<file path="src/common/nvcs_map.svh">
/*
 * Register offsets, field positions, reset values, exit codes and geometry
 * constants of the command status unit.
 * Assumes it is included by bare name from rtl or package files.
 */
`ifndef NVCS_MAP_SVH
`define NVCS_MAP_SVH

// ****************************************************************
// Register byte offsets
// ****************************************************************
`define NVCS_OFF_STATUS      12'h000
`define NVCS_OFF_CPU_PORT    12'h004
`define NVCS_OFF_DMA_PORT    12'h008
`define NVCS_OFF_CONTROL     12'h00c
`define NVCS_OFF_RESULT      12'h010
`define NVCS_OFF_GEOMETRY    12'h014

// ****************************************************************
// Status field positions and reset value
// ****************************************************************
`define NVCS_BIT_DATA_READY   0
`define NVCS_BIT_IDLE         1
`define NVCS_CODE_LSB         2
`define NVCS_CODE_MSB         7
`define NVCS_STATUS_RESET     8'h02

// ****************************************************************
// Control register fields (mode checks and reset value)
// ****************************************************************
`define NVCS_CTL_EXT_ACCESS   0
`define NVCS_CTL_PROG_MODE    1
`define NVCS_CTL_ASLEEP       2
`define NVCS_CTL_PROTECT      3
`define NVCS_CTL_VBE_EXT      4
`define NVCS_CTL_RESET        8'h03

// ****************************************************************
// Command keys
// ****************************************************************
`define NVCS_KEY1             8'hb6
`define NVCS_KEY2_BASE        8'hd3

// ****************************************************************
// Exit codes
// ****************************************************************
`define NVCS_EC_OK            6'h00
`define NVCS_EC_BAD_ARRAY     6'h01
`define NVCS_EC_BAD_KEY       6'h02
`define NVCS_EC_ASLEEP        6'h03
`define NVCS_EC_EXT_ACCESS    6'h04
`define NVCS_EC_BAD_COUNT     6'h05
`define NVCS_EC_TEST_MODE     6'h06
`define NVCS_EC_AW_ALG_SUM    6'h07
`define NVCS_EC_AW_PAR_SUM    6'h08
`define NVCS_EC_PROTECT       6'h09
`define NVCS_EC_BAD_ADDR      6'h0a
`define NVCS_EC_BAD_CMD       6'h0b
`define NVCS_EC_BAD_ROW       6'h0c
`define NVCS_EC_BAD_INPUT     6'h0d
`define NVCS_EC_VBE_EXT       6'h0e
`define NVCS_EC_BAD_STATE     6'h0f
`define NVCS_EC_AW_LO         6'h10
`define NVCS_EC_BASIC_VERIFY  6'h20

// ****************************************************************
// Memory geometry
// ****************************************************************
`define NVCS_ROW_CODE_BYTES   16'd256
`define NVCS_ROW_CFG_BYTES    16'd32
`define NVCS_ROW_BYTES        16'd288
`define NVCS_ARRAY_ROWS       16'd256
`define NVCS_PROT_BITS_ROW    2
`define NVCS_PROT_ROWS_BYTE   4
`define NVCS_EE_ROW_BYTES     16'd16
`define NVCS_RESP_DEPTH       8

`endif

</file>
<file path="src/common/nvcs_pkg.sv">
/*
 * Types of the command status unit.
 * Assumes nvcs_map.svh is on the include path.
 */
`include "nvcs_map.svh"

package nvcs_pkg;

	// Status register layout, bit 7 first.
	typedef struct packed {
		logic [5:0] exit_code;
		logic       controller_idle_flag;
		logic       data_ready;
	} nvcs_status_t;

	// Completion report from the execution engine.
	typedef struct packed {
		logic       done;
		logic       adaptive;
		logic       basic_alg;
		logic       verify_fail;
		logic [5:0] code;
	} nvcs_done_t;

	// Command byte handed to the execution engine.
	typedef struct packed {
		logic       valid;
		logic       from_dma;
		logic [7:0] data;
	} nvcs_cmd_byte_t;

	typedef enum logic [1:0] {
		NVCS_IDLE,
		NVCS_KEY2,
		NVCS_BUSY
	} nvcs_state_t;

endpackage

</file>
<file path="src/rtl/nvcs_status_unit.sv">
/*
 * Command status unit of the nonvolatile command controller: key check,
 * idle and data-ready flags, exit code, response return and an AXI4-Lite
 * register slave.
 * Assumes an execution engine outside that takes forwarded command bytes,
 * pushes response bytes and reports completion with an exit code.
 */
// The AXI4-Lite register port and the register addresses were left to the implementer.
// Operation
// - Bit 0 shows response data waiting.
// - Bit 1 is idle, low while busy.
// - First key 0xB6 drops idle at once.
// - Idle returns on completion or bad key.
// - Bits 7:2 hold last exit code.
// - Codes 0x00 to 0x03 defined meanings.
// - Codes 0x04 access, 0x06 programming mode.
// - Codes 0x05 count, 0x0A address, 0x0C row.
// - Codes 0x07, 0x08 adaptive write checksums.
// - Protection-blocked command refused with 0x09.
// - Codes 0x0D bad input, 0x0E sensor routed.
// - Codes 0x0B unknown command, 0x0F state.
// - Adaptive write returns codes 0x10 to 0x3F.
// - Basic row program verify failure gives 0x20.
// - Flash rows hold 288 bytes, whole-row programming.
// - Flash arrays of 128 or 256 rows.
// - Row protection governs debug and boot access.
// - Hidden row packs two bits per row.
// - EEPROM 32, 64 or 128 rows of 16.
// - Bytes written while busy are ignored; bytes on the command's own port are still forwarded.
// - Responses return through the command's port.
`include "nvcs_map.svh"
`timescale 1ns/1ps
`default_nettype none

module nvcs_status_unit (
	// Clock and reset.
	input  wire logic                    clk_sys,
	input  wire logic                    rst,
	// AXI4-Lite write address and data.
	input  wire logic                    s_axi_awvalid,
	output var  logic                    s_axi_awready,
	input  wire logic [11:0]             s_axi_awaddr,
	input  wire logic                    s_axi_wvalid,
	output var  logic                    s_axi_wready,
	input  wire logic [31:0]             s_axi_wdata,
	input  wire logic [3:0]              s_axi_wstrb,
	// AXI4-Lite write response.
	output var  logic                    s_axi_bvalid,
	input  wire logic                    s_axi_bready,
	output var  logic [1:0]              s_axi_bresp,
	// AXI4-Lite read address and data.
	input  wire logic                    s_axi_arvalid,
	output var  logic                    s_axi_arready,
	input  wire logic [11:0]             s_axi_araddr,
	output var  logic                    s_axi_rvalid,
	input  wire logic                    s_axi_rready,
	output var  logic [31:0]             s_axi_rdata,
	output var  logic [1:0]              s_axi_rresp,
	// Execution engine side.
	output var  nvcs_pkg::nvcs_cmd_byte_t cmd_byte,
	output var  logic [7:0]              cmd_code,
	input  wire nvcs_pkg::nvcs_done_t    engine_done,
	input  wire logic                    resp_push,
	input  wire logic [7:0]              resp_data,
	input  wire logic                    resp_last
);

	// ****************************************************************
	// Decode helpers
	// ****************************************************************

	// Matches a word address against a register offset.
	function automatic logic hit(input logic [11:0] a, input logic [11:0] off);
		hit = (a[11:2] == off[11:2]);
	endfunction

	// Picks the code for a completion, honouring the algorithm in use.
	function automatic logic [5:0] done_code(input nvcs_pkg::nvcs_done_t d);
		if (d.basic_alg && d.verify_fail) begin
			done_code = `NVCS_EC_BASIC_VERIFY;
		end else if (d.adaptive) begin
			done_code = d.code;
		end else begin
			done_code = (d.code >= `NVCS_EC_AW_LO) ? `NVCS_EC_BAD_STATE : d.code;
		end
	endfunction

	// ****************************************************************
	// State
	// ****************************************************************
	nvcs_pkg::nvcs_state_t state_q;
	logic                  idle_q;
	logic                  ready_q;
	logic [5:0]            code_q;
	logic                  port_dma_q;
	logic [7:0]            ctl_q;
	logic [7:0]            resp_q [`NVCS_RESP_DEPTH];
	logic [2:0]            wr_ptr_q;
	logic [2:0]            rd_ptr_q;
	logic [3:0]            cnt_q;
	logic                  last_seen_q;
	logic                  aw_hold_q;
	logic                  w_hold_q;
	logic [11:0]           aw_addr_q;
	logic [31:0]           w_data_q;
	logic [3:0]            w_strb_q;

	logic       wr_fire;
	logic       port_wr;
	logic       port_is_dma;
	logic       rd_fire;
	logic       pop;
	logic [7:0] wbyte;
	logic       refuse;
	logic [5:0] refuse_code;

	assign wr_fire     = aw_hold_q && w_hold_q && !s_axi_bvalid;
	assign port_is_dma = hit(aw_addr_q, `NVCS_OFF_DMA_PORT);
	assign port_wr     = wr_fire && w_strb_q[0] &&
	                     (hit(aw_addr_q, `NVCS_OFF_CPU_PORT) || port_is_dma);
	assign wbyte       = w_data_q[7:0];
	assign rd_fire     = s_axi_arvalid && s_axi_arready;
	// A read of the port that carried the command drains one response byte.
	assign pop         = rd_fire && (cnt_q != 4'h0) &&
	                     hit(s_axi_araddr, port_dma_q ? `NVCS_OFF_DMA_PORT :
	                         `NVCS_OFF_CPU_PORT);

	// Mode checks made on the command code byte before it is run.
	always_comb begin
		refuse      = 1'b1;
		refuse_code = `NVCS_EC_OK;
		if (!ctl_q[`NVCS_CTL_EXT_ACCESS]) begin
			refuse_code = `NVCS_EC_EXT_ACCESS;
		end else if (!ctl_q[`NVCS_CTL_PROG_MODE]) begin
			refuse_code = `NVCS_EC_TEST_MODE;
		end else if (ctl_q[`NVCS_CTL_ASLEEP]) begin
			refuse_code = `NVCS_EC_ASLEEP;
		end else if (ctl_q[`NVCS_CTL_PROTECT]) begin
			refuse_code = `NVCS_EC_PROTECT;
		end else if (ctl_q[`NVCS_CTL_VBE_EXT]) begin
			refuse_code = `NVCS_EC_VBE_EXT;
		end else begin
			refuse = 1'b0;
		end
	end

	// ****************************************************************
	// AXI4-Lite write path
	// ****************************************************************

	// Holds address and data separately so they may arrive in either order.
	always_ff @(posedge clk_sys or posedge rst) begin
		if (rst) begin
			aw_hold_q <= 1'b0;
			w_hold_q  <= 1'b0;
			aw_addr_q <= 12'h000;
			w_data_q  <= 32'h0000_0000;
			w_strb_q  <= 4'h0;
		end else begin
			if (s_axi_awvalid && s_axi_awready) begin
				aw_hold_q <= 1'b1;
				aw_addr_q <= s_axi_awaddr;
			end else if (wr_fire) begin
				aw_hold_q <= 1'b0;
			end
			if (s_axi_wvalid && s_axi_wready) begin
				w_hold_q <= 1'b1;
				w_data_q <= s_axi_wdata;
				w_strb_q <= s_axi_wstrb;
			end else if (wr_fire) begin
				w_hold_q <= 1'b0;
			end
		end
	end

	// Ready lines and the write response.
	always_ff @(posedge clk_sys or posedge rst) begin
		if (rst) begin
			s_axi_awready <= 1'b0;
			s_axi_wready  <= 1'b0;
			s_axi_bvalid  <= 1'b0;
			s_axi_bresp   <= 2'h0;
		end else begin
			// Ready stays low while a response waits, even if bready is held low.
			s_axi_awready <= !aw_hold_q && !(s_axi_awvalid && s_axi_awready) && !s_axi_bvalid;
			s_axi_wready  <= !w_hold_q && !(s_axi_wvalid && s_axi_wready) && !s_axi_bvalid;
			if (wr_fire) begin
				s_axi_bvalid <= 1'b1;
				if (hit(aw_addr_q, `NVCS_OFF_CPU_PORT) || port_is_dma ||
				    hit(aw_addr_q, `NVCS_OFF_CONTROL)) begin
					s_axi_bresp <= 2'h0;
				end else begin
					s_axi_bresp <= 2'h2;
				end
			end else if (s_axi_bready) begin
				s_axi_bvalid <= 1'b0;
			end
		end
	end

	// Control register that steers the mode checks.
	always_ff @(posedge clk_sys or posedge rst) begin
		if (rst) begin
			ctl_q <= `NVCS_CTL_RESET;
		end else if (wr_fire && w_strb_q[0] && hit(aw_addr_q, `NVCS_OFF_CONTROL)) begin
			ctl_q <= w_data_q[7:0];
		end
	end

	// ****************************************************************
	// Command sequencer and status flags
	// ****************************************************************
	always_ff @(posedge clk_sys or posedge rst) begin
		if (rst) begin
			state_q    <= nvcs_pkg::NVCS_IDLE;
			idle_q     <= 1'b1;
			code_q     <= `NVCS_EC_OK;
			port_dma_q <= 1'b0;
			cmd_byte   <= '0;
			cmd_code   <= 8'h00;
		end else begin
			cmd_byte <= '0;
			case (state_q)
				nvcs_pkg::NVCS_IDLE: begin
					if (port_wr && wbyte == `NVCS_KEY1) begin
						idle_q     <= 1'b0;
						port_dma_q <= port_is_dma;
						state_q    <= nvcs_pkg::NVCS_KEY2;
					end
				end
				nvcs_pkg::NVCS_KEY2: begin
					if (port_wr && port_is_dma == port_dma_q) begin
						cmd_code <= wbyte - `NVCS_KEY2_BASE;
						state_q  <= nvcs_pkg::NVCS_BUSY;
					end
				end
				nvcs_pkg::NVCS_BUSY: begin
					// The command code byte checks the key and the modes.
					if (port_wr && port_is_dma == port_dma_q && cmd_code != 8'hff) begin
						if (wbyte != cmd_code) begin
							code_q  <= `NVCS_EC_BAD_KEY;
							idle_q  <= 1'b1;
							state_q <= nvcs_pkg::NVCS_IDLE;
						end else if (refuse) begin
							code_q  <= refuse_code;
							idle_q  <= 1'b1;
							state_q <= nvcs_pkg::NVCS_IDLE;
						end else begin
							cmd_byte <= '{valid: 1'b1, from_dma: port_dma_q, data: wbyte};
							cmd_code <= 8'hff;
						end
					end else if (port_wr && port_is_dma == port_dma_q) begin
						cmd_byte <= '{valid: 1'b1, from_dma: port_dma_q, data: wbyte};
					end
					if (engine_done.done) begin
						code_q  <= done_code(engine_done);
						idle_q  <= 1'b1;
						state_q <= nvcs_pkg::NVCS_IDLE;
					end
				end
				default: begin
					state_q <= nvcs_pkg::NVCS_IDLE;
					idle_q  <= 1'b1;
				end
			endcase
			// Writes outside a command's own port while busy fall through.
		end
	end

	// ****************************************************************
	// Response bytes and data-ready flag
	// ****************************************************************
	always_ff @(posedge clk_sys or posedge rst) begin
		if (rst) begin
			wr_ptr_q    <= 3'h0;
			rd_ptr_q    <= 3'h0;
			cnt_q       <= 4'h0;
			last_seen_q <= 1'b0;
			ready_q     <= 1'b0;
		end else begin
			if (resp_push && cnt_q != 4'h8) begin
				wr_ptr_q <= wr_ptr_q + 3'h1;
			end
			if (pop) begin
				rd_ptr_q <= rd_ptr_q + 3'h1;
			end
			cnt_q <= cnt_q + {3'h0, resp_push && cnt_q != 4'h8} - {3'h0, pop};
			if (resp_push && resp_last) begin
				last_seen_q <= 1'b1;
			end else if (pop && cnt_q == 4'h1) begin
				last_seen_q <= 1'b0;
			end
			// Push wins over the emptying read so no byte goes unflagged.
			if (resp_push) begin
				ready_q <= 1'b1;
			end else if (pop && cnt_q == 4'h1) begin
				ready_q <= 1'b0;
			end
		end
	end

	// Response storage.
	always_ff @(posedge clk_sys) begin
		if (resp_push && cnt_q != 4'h8) begin
			resp_q[wr_ptr_q] <= resp_data;
		end
	end

	// ****************************************************************
	// AXI4-Lite read path
	// ****************************************************************
	always_ff @(posedge clk_sys or posedge rst) begin
		if (rst) begin
			s_axi_arready <= 1'b0;
			s_axi_rvalid  <= 1'b0;
			s_axi_rdata   <= 32'h0000_0000;
			s_axi_rresp   <= 2'h0;
		end else begin
			s_axi_arready <= !s_axi_rvalid && !rd_fire;
			if (rd_fire) begin
				s_axi_rvalid <= 1'b1;
				s_axi_rresp  <= 2'h0;
				if (hit(s_axi_araddr, `NVCS_OFF_STATUS)) begin
					s_axi_rdata <= {24'h0, code_q, idle_q, ready_q};
				end else if (hit(s_axi_araddr, `NVCS_OFF_CPU_PORT) ||
				             hit(s_axi_araddr, `NVCS_OFF_DMA_PORT)) begin
					s_axi_rdata <= {24'h0, pop ? resp_q[rd_ptr_q] : 8'h00};
				end else if (hit(s_axi_araddr, `NVCS_OFF_CONTROL)) begin
					s_axi_rdata <= {24'h0, ctl_q};
				end else if (hit(s_axi_araddr, `NVCS_OFF_RESULT)) begin
					s_axi_rdata <= {23'h0, last_seen_q, 4'h0, cnt_q};
				end else if (hit(s_axi_araddr, `NVCS_OFF_GEOMETRY)) begin
					// Row size and rows per array for software.
					s_axi_rdata <= {`NVCS_ARRAY_ROWS, `NVCS_ROW_BYTES};
				end else begin
					s_axi_rdata <= 32'h0000_0000;
					s_axi_rresp <= 2'h2;
				end
			end else if (s_axi_rready) begin
				s_axi_rvalid <= 1'b0;
			end
		end
	end

	// Geometry of protection and EEPROM is fixed by the engine.

endmodule

`default_nettype wire

</file>
<file path="config.mk">
export PLATFORM = sky130hd
export DESIGN_NAME = nvcs_status_unit
export DESIGN_NICKNAME = d
export VERILOG_FILES = /design/src/common/nvcs_pkg.sv /design/src/rtl/nvcs_status_unit.sv
export VERILOG_INCLUDE_DIRS = /design/src /design/src/common
export SDC_FILE = /design/constraint.sdc
export NUM_CORES = 1
export LEC_CHECK = 0
export BUFFER_PORTS_ARGS = -buffer_cell sky130_fd_sc_hd__buf_2
export CAP_MARGIN = 20
export CORE_ASPECT_RATIO = 1.4
export CORE_MARGIN = 4
export CORE_UTILIZATION = 45
export CTS_CLUSTER_DIAMETER = 200
export DETAILED_ROUTE_END_ITERATION = 8
export HOLD_SLACK_MARGIN = 0.08
export PLACE_DENSITY = 0.64
export RECOVER_POWER = 100
export SLEW_MARGIN = 30
export SYNTH_ARGS = -nofsm -noshare
export SYNTH_HDL_FRONTEND = slang
export SYNTH_SLANG_ARGS = --single-unit
export TNS_END_PERCENT = 10
</file>
<file path="constraint.sdc">
create_clock -name clk_sys -period 3 [get_ports clk_sys]
set_input_delay 0.3 -clock clk_sys [delete_from_list [all_inputs] [get_ports clk_sys]]
set_output_delay 0.3 -clock clk_sys [all_outputs]
set_load 0.01 [all_outputs]
</file>
==> run summary <==
The run finished with clean final reports. Buffers inserted during clock tree synthesis total 17. The final number of max-transition violations is 0. 0 antenna diodes ended up in the layout. Number of iterations in the first detailed-routing pass: 4. The tools report the half-perimeter wire length of the detailed placement result as 10770 um. TritonCTS built the clock tree. Summed over all layers, the global routing overflow is 0. The global-route total usage across every layer came out at 0.1753. By startpoint and endpoint, the worst setup path is classified as reg2reg. Setup repair after global routing left no endpoint under its margin. The tools report the source of the critical timing path as aw_addr_q[4].

The number of nets with antenna violations after detailed routing is 0. The register bit count reported by yosys was 150; the count of cells resized by post-cts repair was 0. Entering global routing, the biggest net connects 32 pins. The vertical extent of the die is 153.6 um, and the maximum fanout encountered on the critical timing path is 10. The routed layout has 4334 vias. The initialized floorplan defines 52 standard-cell rows.

The proportion of register bits with asynchronous set or reset after synthesis was 0.5733. The depth of the CTS H-tree came out at 4. Setup violations remaining at the end of the flow were counted as 0.

In this run the static leakage power is 3.254 nW. Data on the critical path is required at its endpoint by 3340 ps. Between clock sinks in the finished design, the worst skew comes to 7.787 ps.

The part of the total power dissipated in sequential elements came out at 0.455. The cell internal power dissipation was 4.504 mW; the starting utilization of the core area was 0.4654. The die covers 17200 um2. The headroom to the max-slew limit came out at 0.1831.

Leaving out fill and tap cells, the most frequent cells in the layout are sky130_fd_sc_hd__dfrtp_1 (83), sky130_fd_sc_hd__edfxtp_1 (64), sky130_fd_sc_hd__clkbuf_1 (57). The library cell used as clock root buffer is sky130_fd_sc_hd__clkbuf_16. At the pin with the least slew margin, the transition time is 1219 ps. The worst register-to-register path begins at aw_addr_q[4]. The power density over cell area is 798.3 nW/um2. The critical path ends at cmd_byte[4]. Area of the core: 14640 um2.

The tools report the critical path capture point type as a flip-flop. The residual DRC count was 0. The logs give 2910 ps for the critical path data arrival time and 0 for the count of synthesis-stage warnings from yosys. STA classifies the critical path startpoint as a flip-flop. The via count of the first global-routing pass is 4510, and the switching share of power is 0.2924. The tightest hold path in the finished design has a slack of 104.7 ps. The most frequent standard cell in the layout excluding fill and tap cells is sky130_fd_sc_hd__dfrtp_1. The part of the power in combinational logic was 0.202. The sequential cells in the finished layout cover a total of 4078 um2.

The share of post-route cells with drive strength above 1 works out to 0.2293. Max-cap violations in this run came to 0. After synthesis the cells add up to 6813 um2.

The first global-routing pass estimated 23580 um of wire. For the I/O pin total, the log shows 146. The end of the worst register-to-register path is cmd_byte[4]. The most common flop cell mapped by yosys is sky130_fd_sc_hd__dfrtp_1.

The initial antenna violation count is 0, and the clock insertion delay at the later pin of the skew report is 420 ps. The maximum clock frequency is 0.3895 GHz, and the number of buffers inserted by port buffering is 90. In the synthesized netlist, the number of instances is 506. Routability-driven placement finished with a final weighted congestion of 0.9026.

In the routed layout, each cell is associated on average with a via count of 5.305. Setup total negative slack on the finished layout was measured at 0 ps. The number of buffers on the longest clock path came out at 2.

The count of nets after finishing is 713, and the number of cells on the worst reg-to-reg path is 4. The run gives 0.342 as the share of total power in the clock network. The fraction of the yosys area taken by sequential cells was 0.5985. The switching power summed over all nets is 1.861 mW, and the number of clock sinks is 150. After the first detailed-routing iteration, the DRC count stood at 205.

After detailed routing, the total wire length is 14720 um. The layout overhead on the synthesized area is 17.04%, and the clock slew at the register clock pins of the worst setup and hold paths is 60 ps. The floorplan step set the die width to 112.0 um. The filler cell count was 1248; the per-cell routed wire length was 18.02 um. Number of synthesized flops with an enable pin: 64. The run gives 0.4869 mV as the maximum vdd drop. For the final hold violation count, the log shows 0. The number of distinct standard cells referenced by the synthesized netlist is 57, and the average instance area after synthesis is 13.46 um2. Post-route fraction of the period consumed by the critical path: 0.8557. The path class of the tightest hold or removal check is in2reg.

In the final layout, the multi-input gates occupy 2490 um2. The worst path in the final design needs a cycle of 2567 ps, including I/O delays and setup. Setup slack on the worst reg-to-reg path comes out at 430 ps.
-- how the worst min path moves through the flow --
| stage | startpoint | endpoint | depth (start not counted) |
|---|---|---|---|
| 2_1_floorplan | resp_push | ready_q | 1 |
| 3_3_place_gp | rst | s_axi_rdata[2] | 2 |
| 3_5_place_dp | rst | s_axi_rdata[1] | 2 |
| 4_1_cts | resp_push | ready_q | 2 |
| 5_1_grt | s_axi_wstrb[0] | w_strb_q[0] | 2 |
| 6_report | resp_push | ready_q | 2 |
-- worst max-delay path, cell delays in order (launching register included) --
cell	delay [ps]
sky130_fd_sc_hd__dfrtp_1	390
sky130_fd_sc_hd__nor4_1	510
sky130_fd_sc_hd__o2111ai_1	430
sky130_fd_sc_hd__a2111oi_2	930
sky130_fd_sc_hd__and2_0	230
-- routing by layer --
layer	wire, um	GRT usage	vias up
met1	5461	0.1961	2169
met3	692	0.03421	20
met4	307	0.07388	0
met5	0	0	-
li1	-	-	2034
met2	8260	0.3228	111
-- synthesized netlist by cell type (10+ instances only) --
master | count | share of area
sky130_fd_sc_hd__inv_1 | 15 | 0.0083
sky130_fd_sc_hd__a21oi_1 | 11 | 0.0081
sky130_fd_sc_hd__xor2_1 | 14 | 0.018
sky130_fd_sc_hd__ha_1 | 10 | 0.018
sky130_fd_sc_hd__mux4_2 | 16 | 0.053
sky130_fd_sc_hd__o21ai_0 | 22 | 0.016
sky130_fd_sc_hd__nor2_1 | 29 | 0.016
sky130_fd_sc_hd__clkbuf_1 | 15 | 0.0083
sky130_fd_sc_hd__dfrtp_1 | 83 | 0.30
sky130_fd_sc_hd__edfxtp_1 | 64 | 0.28
sky130_fd_sc_hd__mux2_2 | 40 | 0.066
sky130_fd_sc_hd__and2_1 | 11 | 0.010
sky130_fd_sc_hd__nand2_1 | 29 | 0.016
sky130_fd_sc_hd__buf_4 | 24 | 0.026
-- state kept, by name, summed over array words and instances, names as in the netlist, 2 cells and up --
name	count
state_q	2
aw_addr_q	10
rd_ptr_q	3
cnt_q	4
s_axi_rdata	10
ctl_q	8
cmd_byte	10
resp_q	64
code_q	6
cmd_code	8
w_data_q	8
wr_ptr_q	3
-- power by group through the flow --
stage | clock network [mW] | registers, mW | logic (mW)
2_1_floorplan | 0 | 2.82 | 0.980
3_3_place_gp | 0 | 2.90 | 1.30
3_5_place_dp | 0 | 2.92 | 1.35
4_1_cts | 2.22 | 2.89 | 1.36
5_1_grt | 2.32 | 2.95 | 1.44
6_report | 2.18 | 2.90 | 1.29
-- layout make-up --
| cell class | instances | share of cell area |
|---|---|---|
| inverter | 15 | 0.007218 |
| clock buffer | 22 | 0.05869 |
| sequential | 150 | 0.5114 |
| multi-input combinational | 322 | 0.3123 |
| timing repair buffer | 109 | 0.06261 |
| clock inverter | 10 | 0.01820 |
| tap | 189 | 0.02966 |
-- kinds of logic (layout without fill, tap and decap cells) --
logic type	after synthesis	count (layout)	share of synthesized area
flops	150	150	0.5985
simple gates	130	130	0.1056
compound gates	80	80	0.08246
mux	57	57	0.1207
buf+inv	57	156	0.04518
xor+xnor	20	20	0.02571
fa+ha+maj	11	11	0.02130
other cells	1	24	0.0005504
-- what timing repair did --
| action | in CTS | in global routing |
|---|---|---|
| hold buffers | 4 | 0 |
| setup endpoints to repair | 0 | 0 |
| setup buffers | 0 | 0 |
| hold endpoints to repair | 28 | 0 |
-- stage by stage --
| step | cell area [um2] | cells | power [mW] | utilization | setup WS [ps] |
|---|---|---|---|---|---|
| after global routing | 7974 | 817 | 6.709 | 0.5447 | 195.3 |
| after global placement | 7455 | 781 | 4.193 | 0.5092 | 571.8 |
| after floorplan | 6899 | 529 | 3.799 | - | 483.1 |
| final | 7974 | 817 | 6.365 | 0.5447 | 432.9 |
| after detailed placement | 7455 | 781 | 4.272 | 0.5092 | 524.5 |
| after CTS | 8108 | 817 | 6.478 | 0.5538 | 533.1 |
(Power assumes the default switching activity.)
